<file path="src/inc/wake_seq_pkg.sv">
package wake_seq_pkg;
  localparam int CLK_MHZ = 50;
  localparam int CPU_WAKE_DELAY_NS = 2000;
  localparam int OSC_STARTUP_NS = 20000;
  localparam int PLL_LOCK_NS = 40000;
  localparam int OSC_SETTLE_NS = 1000;
  localparam int TMR_W = 12;
  localparam logic [TMR_W-1:0] CPU_WAKE_CYC =
    TMR_W'((CPU_WAKE_DELAY_NS * CLK_MHZ + 999) / 1000);
  localparam logic [TMR_W-1:0] OSC_STARTUP_CYC =
    TMR_W'((OSC_STARTUP_NS * CLK_MHZ + 999) / 1000);
  localparam logic [TMR_W-1:0] PLL_LOCK_CYC =
    TMR_W'((PLL_LOCK_NS * CLK_MHZ + 999) / 1000);
  localparam logic [TMR_W-1:0] OSC_SETTLE_CYC =
    TMR_W'((OSC_SETTLE_NS * CLK_MHZ + 999) / 1000);

  // Word offsets on the register bus.
  localparam logic [2:0] OFS_RCC = 3'h0;
  localparam logic [2:0] OFS_STAT = 3'h1;
  localparam logic [2:0] OFS_MASK = 3'h2;
  localparam logic [2:0] OFS_OSC = 3'h3;
  localparam logic [2:0] OFS_CAUSE = 3'h4;

  // Fields of reset_cause_control.
  localparam int RCC_SPLIT = 7;
  localparam int RCC_SBOR = 6;
  localparam int RCC_INSTR = 4;
  localparam int RCC_WDT = 3;
  localparam int RCC_PWRDN = 2;
  localparam int RCC_POR = 1;
  localparam int RCC_BOR = 0;
  localparam logic [7:0] RCC_RST = 8'h5c;
  localparam logic [7:0] RCC_WR_MASK = 8'hd3;

  // Fields of osc_control.
  localparam int OSC_FREQ_LSB = 4;
  localparam int OSC_PRIMARY_CLOCK_READY_FLAG_BIT = 3;
  localparam int OSC_INTERNAL_OSC_STABLE_FLAG_BIT = 2;
  localparam logic [2:0] FREQ_RST = 3'h4;

  // Interrupt status layout: bits 0..7 follow cause_t.
  localparam int ST_PRIMARY_CLOCK_READY_FLAG = 8;
  localparam int ST_INTERNAL_OSC_STABLE_FLAG = 9;
  localparam int ST_EXIT = 10;
  localparam int STAT_W = 11;

  typedef enum logic [2:0] {
    BEF_PRIMARY_IDLE_MODE, BEF_TIMER1, BEF_SLOW, BEF_FAST, BEF_SLEEP
  } src_before_t;
  typedef enum logic [2:0] {
    AFT_LP, AFT_XT, AFT_HS, AFT_PLL, AFT_EXT, AFT_RC, AFT_SLOW, AFT_FAST
  } src_after_t;
  typedef enum logic [2:0] {
    CAUSE_POR, CAUSE_MASTER_CLEAR_PIN_RUN, CAUSE_MASTER_CLEAR_PIN_PM, CAUSE_WDT,
    CAUSE_BOR, CAUSE_INSTR, CAUSE_STK_FULL, CAUSE_STK_UNDER
  } cause_t;
endpackage

</file>
<file path="src/rtl/wake_reset_exit_sequencer.sv">
// The address map and the Avalon-MM register port are this design's own decisions.
`timescale 1ns/1ns
// Contract
// Waking from primary idle, or to external clock or RC, costs only cpu_wake_delay.
// Crystal targets from timer1, slow osc or sleep wait startup, then primary ready flag.
// PLL target after stopped oscillator waits startup plus PLL lock interval.
// Fast internal target waits settle delay and stable flag, none if already fast.
// Ready flag is primary for crystal and PLL, stable for fast, none for slow.
// The slow internal source is the 31 kHz oscillator.
// cpu_wake_delay always applies and runs in parallel with other delays.
// After a reset the fast oscillator frequency selection defaults to 1 MHz.
// Fast internal category covers the 8 MHz source and all postscaled rates.
// Execution continues while the fast oscillator settle delay elapses.
// Eight reset causes are told apart.
// Lower five bits of reset_cause_control each flag a reset event.
// Hardware only clears flags on events; software sets them again. Here hardware also sets the WDT and PWRDN flags, which software cannot write.
// All flags together identify the latest reset type.
// reset_cause_control also holds interrupt split and undervoltage enable bits.
// Bit layout, access and reset values of reset_cause_control are fixed.
// sw_undervolt_reset_enable enables undervoltage reset when configuration permits.
// Reset instruction flag reads 0 after that reset; software sets it after undervoltage.
module wake_reset_exit_sequencer
  import wake_seq_pkg::*;
(
  input wire logic i_mclk,
  input wire logic i_rstn,
  input wire logic [2:0] i_address,
  input wire logic i_read,
  input wire logic i_write,
  input wire logic [31:0] i_writedata,
  input wire logic [3:0] i_byteenable,
  output logic [31:0] o_readdata,
  output logic o_waitrequest,
  input wire logic i_master_clear_n,
  input wire logic i_pm_mode,
  input wire src_before_t i_src_before,
  input wire src_after_t i_src_after,
  input wire logic i_por,
  input wire logic i_wdt,
  input wire logic i_bor,
  input wire logic i_rst_instr,
  input wire logic i_stack_full,
  input wire logic i_stack_under,
  input wire logic i_sleep_instr,
  input wire logic i_clrwdt,
  input wire logic i_sbor_allowed,
  output logic o_cpu_run,
  output logic o_primary_clock_ready,
  output logic o_internal_osc_stable,
  output logic o_irq_level_split,
  output logic o_undervolt_reset_en,
  output logic [2:0] o_fast_osc_freq,
  output logic o_irq
);
  typedef enum logic {SEQ_EXEC, SEQ_EXIT} seq_t;

  typedef struct packed {
    seq_t seq;
    logic [7:0] rcc;
    logic [2:0] freq;
    logic primary_clock_ready_flag;
    logic internal_osc_stable_flag;
    logic [1:0] pend;
    logic hold;
    logic [STAT_W-1:0] stat;
    logic [STAT_W-1:0] mask;
    cause_t cause;
    logic [2:0] pin;
    logic pin_lvl;
    logic ack;
    logic [STAT_W-1:0] rdata;
  } st_t;

  st_t q;
  st_t d;
  logic [7:0] ev;
  logic master_clear_pin_evt;
  logic wake;
  logic xtal;
  logic pll;
  logic no_wait;
  logic [TMR_W-1:0] osc_cyc;
  logic cpu_busy;
  logic osc_busy;
  logic req;
  logic acc;
  logic [31:0] wmask;

  // Byte-lane merge of a bus write into an existing register value.
  function automatic logic [31:0] merge(input logic [31:0] old, input logic [31:0] nw,
                                        input logic [31:0] be_bits);
    merge = (old & ~be_bits) | (nw & be_bits);
  endfunction

  // Lowest cause index wins, so a power-on event masks anything coincident.
  function automatic cause_t first_cause(input logic [7:0] e);
    first_cause = CAUSE_POR;
    for (int i = 7; i >= 0; i--) begin
      if (e[i]) begin
        first_cause = cause_t'(3'(i));
      end
    end
  endfunction

  always_comb begin
    for (int b = 0; b < 4; b++) begin
      wmask[8*b +: 8] = {8{i_byteenable[b]}};
    end
  end

  // The pin counts only once the second and third stages agree.
  assign master_clear_pin_evt = q.pin_lvl & (q.pin[1] == q.pin[2]) & ~q.pin[2];

  always_comb begin
    ev = '0;
    ev[CAUSE_POR] = i_por;
    ev[CAUSE_MASTER_CLEAR_PIN_RUN] = master_clear_pin_evt & ~i_pm_mode;
    ev[CAUSE_MASTER_CLEAR_PIN_PM] = master_clear_pin_evt & i_pm_mode;
    ev[CAUSE_WDT] = i_wdt & ~i_pm_mode;
    ev[CAUSE_BOR] = i_bor;
    ev[CAUSE_INSTR] = i_rst_instr;
    ev[CAUSE_STK_FULL] = i_stack_full;
    ev[CAUSE_STK_UNDER] = i_stack_under;
  end

  // A watchdog time-out in a power-managed mode wakes the core but is not a reset cause.
  assign wake = ((|ev) | i_wdt) & i_pm_mode & (q.seq == SEQ_EXEC);
  assign xtal = (i_src_after == AFT_LP) | (i_src_after == AFT_XT) | (i_src_after == AFT_HS);
  assign pll = (i_src_after == AFT_PLL);

  // Oscillator wait chosen from the sources before and after wake-up.
  always_comb begin
    osc_cyc = '0;
    if (i_src_before != BEF_PRIMARY_IDLE_MODE) begin
      if (xtal) begin
        osc_cyc = OSC_STARTUP_CYC;
      end else if (pll) begin
        osc_cyc = OSC_STARTUP_CYC + PLL_LOCK_CYC;
      end else if (i_src_after == AFT_FAST && i_src_before != BEF_FAST) begin
        osc_cyc = OSC_SETTLE_CYC;
      end
    end
  end
  assign no_wait = (osc_cyc == '0);

  // Both timers load on the same edge so the CPU delay overlaps the oscillator wait.
  delay_timer #(
    .W(TMR_W)
  ) u_cpu_tmr (
    .i_mclk(i_mclk),
    .i_rstn(i_rstn),
    .i_load(wake),
    .i_count(CPU_WAKE_CYC),
    .o_busy(cpu_busy)
  );

  delay_timer #(
    .W(TMR_W)
  ) u_osc_tmr (
    .i_mclk(i_mclk),
    .i_rstn(i_rstn),
    .i_load(wake),
    .i_count(osc_cyc),
    .o_busy(osc_busy)
  );

  assign req = i_read | i_write;
  assign acc = req & q.ack;

  always_comb begin
    d = q;
    d.pin = {q.pin[1:0], i_master_clear_n};
    if (q.pin[1] == q.pin[2]) begin
      d.pin_lvl = q.pin[2];
    end

    // Bus: the first cycle fetches read data, the second completes.
    d.ack = req & ~q.ack;
    if (req & ~q.ack) begin
      case (i_address)
        OFS_RCC: d.rdata = STAT_W'(q.rcc);
        OFS_STAT: d.rdata = q.stat;
        OFS_MASK: d.rdata = q.mask;
        OFS_OSC: d.rdata = STAT_W'({q.freq, q.primary_clock_ready_flag, q.internal_osc_stable_flag, 2'b00});
        OFS_CAUSE: d.rdata = STAT_W'(q.cause);
        default: d.rdata = '0;
      endcase
    end
    if (acc & i_write) begin
      case (i_address)
        OFS_RCC: begin
          d.rcc = 8'(merge(32'(q.rcc), i_writedata, wmask));
          d.rcc = (q.rcc & ~RCC_WR_MASK) | (d.rcc & RCC_WR_MASK);
        end
        OFS_MASK: d.mask = STAT_W'(merge(32'(q.mask), i_writedata, wmask));
        OFS_OSC: d.freq = 3'(merge(32'(q.freq), i_writedata >> OSC_FREQ_LSB,
                                   wmask >> OSC_FREQ_LSB));
        default: d.rcc = q.rcc;
      endcase
    end
    if (acc & i_read & (i_address == OFS_STAT)) begin
      d.stat = '0;
    end

    // Hardware events are applied after software so they win a same-cycle write.
    if (|ev) begin
      d.cause = first_cause(ev);
      d.freq = FREQ_RST;
    end
    d.stat[7:0] = d.stat[7:0] | ev;
    if (i_sleep_instr) begin
      d.rcc[RCC_PWRDN] = 1'b0;
      d.rcc[RCC_WDT] = 1'b1;
    end
    if (i_clrwdt) begin
      d.rcc[RCC_PWRDN] = 1'b1;
      d.rcc[RCC_WDT] = 1'b1;
    end
    if (ev[CAUSE_WDT]) begin
      d.rcc[RCC_WDT] = 1'b0;
    end
    if (ev[CAUSE_INSTR]) begin
      d.rcc[RCC_INSTR] = 1'b0;
    end
    if (ev[CAUSE_BOR]) begin
      d.rcc[RCC_BOR] = 1'b0;
      d.rcc[RCC_INSTR] = 1'b0;
    end
    if (ev[CAUSE_POR]) begin
      d.rcc[RCC_POR] = 1'b0;
      d.rcc[RCC_BOR] = 1'b0;
      d.rcc[RCC_INSTR] = 1'b1;
      d.rcc[RCC_WDT] = 1'b1;
      d.rcc[RCC_PWRDN] = 1'b1;
    end
    d.rcc[5] = 1'b0;

    // Ready flags rise when the oscillator wait ends, even if the CPU already runs.
    if ((|q.pend) & ~osc_busy) begin
      d.primary_clock_ready_flag = q.primary_clock_ready_flag | q.pend[1];
      d.internal_osc_stable_flag = q.internal_osc_stable_flag | q.pend[0];
      d.pend = '0;
      d.stat[ST_PRIMARY_CLOCK_READY_FLAG] = d.stat[ST_PRIMARY_CLOCK_READY_FLAG] | q.pend[1];
      d.stat[ST_INTERNAL_OSC_STABLE_FLAG] = d.stat[ST_INTERNAL_OSC_STABLE_FLAG] | q.pend[0];
    end

    case (q.seq)
      SEQ_EXEC: begin
        if (wake) begin
          d.seq = SEQ_EXIT;
          d.primary_clock_ready_flag = (xtal | pll) & no_wait & q.primary_clock_ready_flag;
          d.internal_osc_stable_flag = (i_src_after == AFT_FAST) & no_wait & q.internal_osc_stable_flag;
          if (no_wait) begin
            d.primary_clock_ready_flag = (xtal | pll);
            d.internal_osc_stable_flag = (i_src_after == AFT_FAST);
          end
          d.pend = {xtal | pll, i_src_after == AFT_FAST} & {2{~no_wait}};
          d.hold = xtal | pll;
        end
      end
      SEQ_EXIT: begin
        if (~cpu_busy & (~osc_busy | ~q.hold)) begin
          d.seq = SEQ_EXEC;
          d.stat[ST_EXIT] = 1'b1;
        end
      end
      default: d.seq = SEQ_EXEC;
    endcase
  end

  always_ff @(posedge i_mclk) begin
    if (!i_rstn) begin
      q <= '0;
      q.seq <= SEQ_EXEC;
      q.rcc <= RCC_RST;
      q.freq <= FREQ_RST;
      q.cause <= CAUSE_POR;
      q.pin <= 3'h7;
      q.pin_lvl <= 1'b1;
    end else begin
      q <= d;
    end
  end

  assign o_readdata = 32'(q.rdata);
  assign o_waitrequest = req & ~q.ack;
  assign o_cpu_run = (q.seq == SEQ_EXEC);
  assign o_primary_clock_ready = q.primary_clock_ready_flag;
  assign o_internal_osc_stable = q.internal_osc_stable_flag;
  assign o_irq_level_split = q.rcc[RCC_SPLIT];
  assign o_undervolt_reset_en = q.rcc[RCC_SBOR] & i_sbor_allowed;
  assign o_fast_osc_freq = q.freq;
  assign o_irq = |(q.stat & q.mask);
endmodule

</file>
<file path="src/rtl/delay_timer.sv">
`timescale 1ns/1ns
module delay_timer #(
  parameter int W = 12
) (
  input wire logic i_mclk,
  input wire logic i_rstn,
  input wire logic i_load,
  input wire logic [W-1:0] i_count,
  output logic o_busy
);
  typedef struct packed {
    logic [W-1:0] cnt;
  } tmr_t;

  tmr_t q;
  tmr_t d;

  // A load of N keeps the timer busy for exactly N cycles.
  always_comb begin
    d = q;
    if (i_load) begin
      d.cnt = i_count;
    end else if (q.cnt != '0) begin
      d.cnt = q.cnt - W'(1);
    end
  end

  always_ff @(posedge i_mclk) begin
    if (!i_rstn) begin
      q <= '0;
    end else begin
      q <= d;
    end
  end

  assign o_busy = (q.cnt != '0);
endmodule

</file>
<file path="config.mk">
export PLATFORM = sky130hd
export DESIGN_NAME = wake_reset_exit_sequencer
export DESIGN_NICKNAME = d
export VERILOG_FILES = /design/src/inc/wake_seq_pkg.sv /design/src/rtl/wake_reset_exit_sequencer.sv /design/src/rtl/delay_timer.sv
export SDC_FILE = /design/constraint.sdc
export NUM_CORES = 1
export LEC_CHECK = 0
export ABC_AREA = 1
export BUFFER_PORTS_ARGS = -buffer_cell sky130_fd_sc_hd__buf_2
export CAP_MARGIN = 5
export CORE_MARGIN = 4
export CORE_UTILIZATION = 29
export CTS_BUF_LIST = sky130_fd_sc_hd__clkbuf_8
export DETAILED_ROUTE_END_ITERATION = 6
export GPL_ROUTABILITY_DRIVEN = 1
export GPL_TIMING_DRIVEN = 0
export HOLD_SLACK_MARGIN = 0.03
export PLACE_DENSITY = 0.51
export REMOVE_ABC_BUFFERS = 1
export SLEW_MARGIN = 20
export SYNTH_ARGS = -nofsm -noshare
export SYNTH_HDL_FRONTEND = slang
export SYNTH_HIERARCHICAL = 1
export SYNTH_SLANG_ARGS = --single-unit
</file>
<file path="constraint.sdc">
create_clock -name i_mclk -period 5.5 [get_ports i_mclk]
set_clock_uncertainty 0.1 [all_clocks]
set_input_delay 0.275 -clock i_mclk [delete_from_list [all_inputs] [get_ports i_mclk]]
set_output_delay 0.275 -clock i_mclk [all_outputs]
set_load 0.02 [all_outputs]
</file>
==> impl_metrics.yaml, run 1 <==
die:
  coreArea_um2: 14800
  start_util_pct: 30.0
  rows: 44
  die_w_um: 132
  die_area_um2: 17300
  die_y_um: 132
  io_pins: 102
cells_and_area:
  diodes: 0
  fill_cells: 1611
  fin_nets: 782
  drive_above_1_share_pct: 15.6
  syn2layout_area_growth_pct: 12.6
  stdcell_count: 907
critical_path:
  critical_path_required_ns: 5.65
  cp_slowest_cell: "inv_1"
  crit_family: "buffers and inverters"
  crit_path_start_kind: "flip-flop"
  crit_path_end_kind: "flip-flop"
  worstPathMaxFanout: 29
  crit_start: "q[15]"
  max_stage_delay_ns: 0.77
  r2r-end: "u_osc_tmr/q[8]"
  cp_num_buf_inv: 2
  reg2reg_depth: 9
  crit_type: "reg -> reg"
  path_cells: "nor2_1 > a21oi_1 > nand3_1 > nand2_1 > inv_1 > inv_1 > or2_2 > nand3_1 > nor2_1"
  arrival_ns: 3.00
  critPathCapture: "u_osc_tmr/q[8]"
  cp.depth: 9
  regToRegSetupSlack_ns: 2.65
  worstReg2RegStart: "q[15]"
power:
  p_per_area_nw_per_um2: 310
  p_leak_nw: 2.34
  vdd_ir_drop_max_v: 0.000178
synthesis:
  ys_warn_count: 6
  synth_seq_cells: 81
  synth_area_per_cell_um2: 6.71
  synthesis.area_um2: 4430
  synth_xor_xnor_area_share_pct: 1.19
  postSynthCellCount: 660
  yosys.area_share.adder_pct: 1.13
  synth.mux.area_fraction_pct: 0
  synth_top_family_by_area: "simple AND/OR/NAND/NOR gates"
  synth-compound-area-share_pct: 13.8
  synthDistinctLibCells: 35
  synth-simple-area-share_pct: 33.2
  yosysSeqAreaShare_pct: 36.6
drt:
  dr.pass1.iters: 5
  wire_per_inst_um: 12.8
  wirelength_um: 11600
  drt-initial-drc-count: 170
  ant_nets: 0
  drc: 0
  vias: 3997
  drt-vias-per-instance: 4.41
timing:
  max_freq_ghz: 0.351
  finalCritPeriodShare_pct: 51.8
  setup_viol: 0
  worst_pin_slew_ns: 0.999
  finalHoldViolCount: 0
  setup_tns_ns: 0
  drv_slew: 0
  rsz0062_at_grt: "no"
  min_period_ns: 2.85
  relSlewSlack_pct: 33.3
global_route:
  grt_pass1_wl_um: 19500
  grt_pass1_vias: 3821
  antenna_found_initial: 0
  overflow: 0
  track_usage_pct: 13.7
  grt_max_degree: 32
clock_tree:
  clk-insertion-delay-late_ns: 0.37
  numCtsBuffers: 9
  clk_pin_slew_ns: 0.09
  cts_buffer_depth: 2
  ctsResizeCount: 0
  clock-root-buffer: "clkbuf_8"
  htree_levels: 3
  cts_tree: "yes"
  cts_sinks: 81
run_status:
  status: "finished, final reports clean"
run:
  cap_violations: 0
place:
  numPortBuffers: 57
  gp_congestion: 0.902
  dp_hpwl_um: 8810
  dp.cells: 887
min_path:
  hold_path_class: "in -> reg"
==> cell families after synthesis <==
family,Yosys count
adders and majority gates,4
and+or+nand+nor,328
other,2
DFF,81
AOI/OAI and AO/OA,114
buffers and inverters,125
xor gates and xnor gates,6
==> synthesized netlist by cell type, drive strengths merged <==
cell	number	area [um^2]
o211ai	5	37.5
o21ai	50	258
o22ai	1	6.26
nor3b	4	40.0
nor3	6	41.3
o21bai	2	15.0
nor2	100	440
buf	41	299
xor2	4	35.0
o31ai	1	7.51
nand2	155	592
nand4	10	62.6
inv	77	292
conb	2	7.51
clkbuf	7	26.3
dfxtp	81	1620
or2	5	31.3
a21oi	54	278
nand3	48	260
xnor2	2	17.5
ha	4	50.1
o2111ai	1	8.76
==> how the worst min path moves through the flow <==
stage	startpoint	to	slack, ns	cells past startpoint
after floorplan	i_rstn	flip-flop	0.27	1
after global placement	d[14]	d[15]	0.30	1
after detailed placement	d[14]	d[15]	0.30	1
after CTS	i_writedata[7]	flip-flop	0.03	3
after global routing	i_writedata[0]	flip-flop	0.05	3
final	i_writedata[3]	flip-flop	0.05	3
==> power by group <==
group	switching (W)	total, W	internal, W	leakage [nW]
registers	0.0000427	0.000675	0.000633	0.663
clock network	0.000242	0.000455	0.000214	0.100
logic	0.000270	0.000416	0.000145	1.57
total	0.000554	0.00155	0.000992	2.34
==> metrics by stage <==
step           area [um^2]  hold WS, ns  setup slack [ns]  util, %  total power (W)
5_1_grt               4990       0.0452              2.30     33.8          0.00166
3_3_place_gp          4740        0.297              2.52     32.2          0.00111
6_report              4990       0.0488              2.65     33.8          0.00155
2_1_floorplan         4230        0.274              3.33        -         0.000998
4_1_cts               4990       0.0302              2.63     33.8          0.00157
3_5_place_dp          4740        0.297              2.52     32.2          0.00110
==> routing by layer <==
| layer | global-route usage [%] | vias to the layer above | part of all wire, % |
|---|---|---|---|
| met5 | 0 | - | 0 |
| met4 | 4.73 | 0 | 1.3 |
| met3 | 2.26 | 12 | 3.8 |
| met2 | 21.1 | 78 | 44 |
| met1 | 19.3 | 1755 | 51 |
| li1 | - | 2152 | - |
==> placed cells by master, fill, tap and decap left out, types with 8 or more instances in the layout <==
master / netlist / layout
o21ai_0: 40 / 40
nand4_1: 10 / 10
inv_1: 73 / 73
nand3_1: 44 / 44
clkbuf_8: 0 / 9
nor2_2: 11 / 11
dfxtp_1: 81 / 81
o21ai_1: 8 / 8
buf_2: 5 / 57
conb_1: 2 / 36
nor2_1: 84 / 84
nand2_1: 151 / 151
a21oi_1: 52 / 52
==> worst register-to-register path: stages, from the launching register on <==
cell and delay, ns:
dfxtp_1 0.32, nor2_1 0.14, a21oi_1 0.16, nand3_1 0.21, nand2_1 0.17, inv_1 0.77
inv_1 0.39, or2_2 0.37, nand3_1 0.08, nor2_1 0.04
==> timing repair <==
action	in CTS	in global routing
buffers inserted	0	0
hold endpoints to repair	3	0
hold buffers	4	0
==> area by class of cell <==
cell class / instances / area, um^2 / share of cell area [%]
clock buffers: 9 / 124 / 2.48
clock inverters: 7 / 77.6 / 1.56
inverters: 77 / 292 / 5.85
multi-input cells: 488 / 2320 / 46.4
flip-flops and latches: 81 / 1620 / 32.5
well taps: 184 / 230 / 4.62
repair buffers: 61 / 325 / 6.52
Power figures use the tool's default switching activity.
==> run 2, diff against run 1 <==
Settings changed: PLACE_DENSITY 0.51 to 0.53.
Clock period 5.5 ns to 2.6 ns, I/O delays scaled along.
==> run 2 against run 1 <==
Hold slack improved by 0.028 ns. Clock-buffer cell count up 2. Total power increased by 120%. Fmax is 21% higher. Sequential power grew 110%.
==> impl_metrics.yaml, run 2 (synthesis results as in run 1) <==
critical_path:
  critical_path_required_ns: 2.75
  max_stage_delay_ns: 0.37
  arrival_ns: 2.51
  crit_path_end_kind: "flip-flop"
  worstPathMaxFanout: 9
  reg2reg_depth: 10
  cp_slowest_cell: "dfxtp_1"
  crit_path_start_kind: "flip-flop"
  crit_type: "reg -> reg"
  path_cells: "nor2_1 > a21oi_1 > nand3_1 > nand2_2 > clkinvlp_4 > buf_4 > inv_1 > nand2_2 > nor2_1 > nor3b_2"
timing:
  drv_slew: 0
  finalHoldViolCount: 0
  setup_viol: 0
  setup_slack_ns: 0.241
  worst_pin_slew_ns: 0.831
  max_freq_ghz: 0.424
  setup_tns_ns: 0
  rsz0062_at_grt: "no"
  finalCritPeriodShare_pct: 90.7
  relSlewSlack_pct: 44.4
  min_period_ns: 2.36
run:
  cap_violations: 0
clock_tree:
  clock-root-buffer: "clkbuf_8"
  numCtsBuffers: 9
  clk_pin_slew_ns: 0.09
  cts_tree: "yes"
  htree_levels: 3
  cts_buffer_depth: 2
  clk-insertion-delay-late_ns: 0.37
  cts_sinks: 81
drt:
  dr.pass1.iters: 4
  drt-vias-per-instance: 4.43
  ant_nets: 0
  wirelength_um: 12000
  wire_per_inst_um: 12.9
  drc: 0
  drt-initial-drc-count: 257
  vias: 4138
global_route:
  antenna_found_initial: 0
  overflow: 0
  grt_pass1_wl_um: 19600
  grt_max_degree: 32
  track_usage_pct: 13.9
  grt_pass1_vias: 3864
place:
  place_ws_ns: -0.192
  placed_area_um2: 4740
  numPortBuffers: 57
  dp.cells: 887
  dp_hpwl_um: 8900
  gp_congestion: 0.836
cells_and_area:
  stdcell_count: 935
  drive_above_1_share_pct: 16.2
  postLayoutCellArea_um2: 5270
  syn2layout_area_growth_pct: 19.1
  final_common_cell: "nand2_1"
  diodes: 0
  layout_common_cells: "nand2_1, nor2_1, dfxtp_1"
  fin_nets: 810
die:
  io_pins: 102
  die_w_um: 132
  coreArea_um2: 14800
  die_area_um2: 17300
  rows: 44
  die_y_um: 132
  start_util_pct: 30.0
power:
  vdd_ir_drop_max_v: 0.000215
  p_leak_nw: 2.44
  p_per_area_nw_per_um2: 636
min_path:
  hold_path_class: "in -> reg"
  holdPathStages: 3
run_status:
  status: "finished, final reports clean"
-- run 2: cell count changes in the layout (fill, tap and decap cells not counted) --
cell and delta:
buf_4 +4, clkinvlp_4 +4, inv_6 -1, inv_1 -2, clkinvlp_2 +1, nand2_1 -1, clkinv_2 -1, clkbuf_8 +2
clkinv_4 -1, nand2_2 +1, dlygate4sd3_1 +22
-- run 2: final timing paths --
check                   from        endpoint  slack, ns
max                    d[15]  u_osc_tmr/q[1]       0.24
min          i_byteenable[1]       flip-flop       0.08
min reg2reg            d[14]           d[15]       0.32
max reg2reg            d[15]  u_osc_tmr/q[1]       0.24
-- run 2: layout make-up --
cell class	instances	area [um^2]
repair inverters	2	12.5
fillers	1657	9480
clock buffers	11	151
inverters	77	299
multi-input cells	488	2320
repair buffers	87	576
clock inverters	5	62.6
flip-flops and latches	81	1620
well taps	184	230
-- run 2: per-stage QoR --
step	power (W)	util [%]	hold slack [ns]
5_1_grt	0.00358	35.7	0.109
3_5_place_dp	0.00233	32.2	0.221
4_1_cts	0.00338	35.4	0.0589
2_1_floorplan	0.00211	-	0.129
3_3_place_gp	0.00234	32.2	0.216
6_report	0.00335	35.7	0.0768
-- run 2: routing by layer --
layer / vias up / share of wire (%) / track usage [%]
met3: 15 / 3.4 / 2.10
met5: - / 0 / 0
li1: 2224 / - / -
met2: 71 / 45 / 21.9
met4: 0 / 1.7 / 5.78
met1: 1828 / 50 / 19.1
-- run 2: timing repair --
item / CTS / global route
setup endpoints to repair: 8 / 26
cloned: 1 / 1
endpoints found under the hold margin: 32 / 0
setup buffers: 0 / 4
hold buffers: 26 / 0
resized for setup: 1 / 3
-- run 2: power breakdown --
part / total (W) / leakage (nW) / internal (W) / switching, W
sequential: 0.00143 / 0.663 / 0.00134 / 0.0000925
clock: 0.00101 / 0.102 / 0.000501 / 0.000506
combinational: 0.000916 / 1.67 / 0.000335 / 0.000580
total: 0.00335 / 2.44 / 0.00218 / 0.00118
-- run 2: worst max-delay path, delay by kind of cell, from the launching register on --
kind	cells	cell delay [ns]
buffers and inverters	3	0.52
AOI/OAI and AO/OA	1	0.31
and+or+nand+nor	6	0.95
DFF	1	0.37
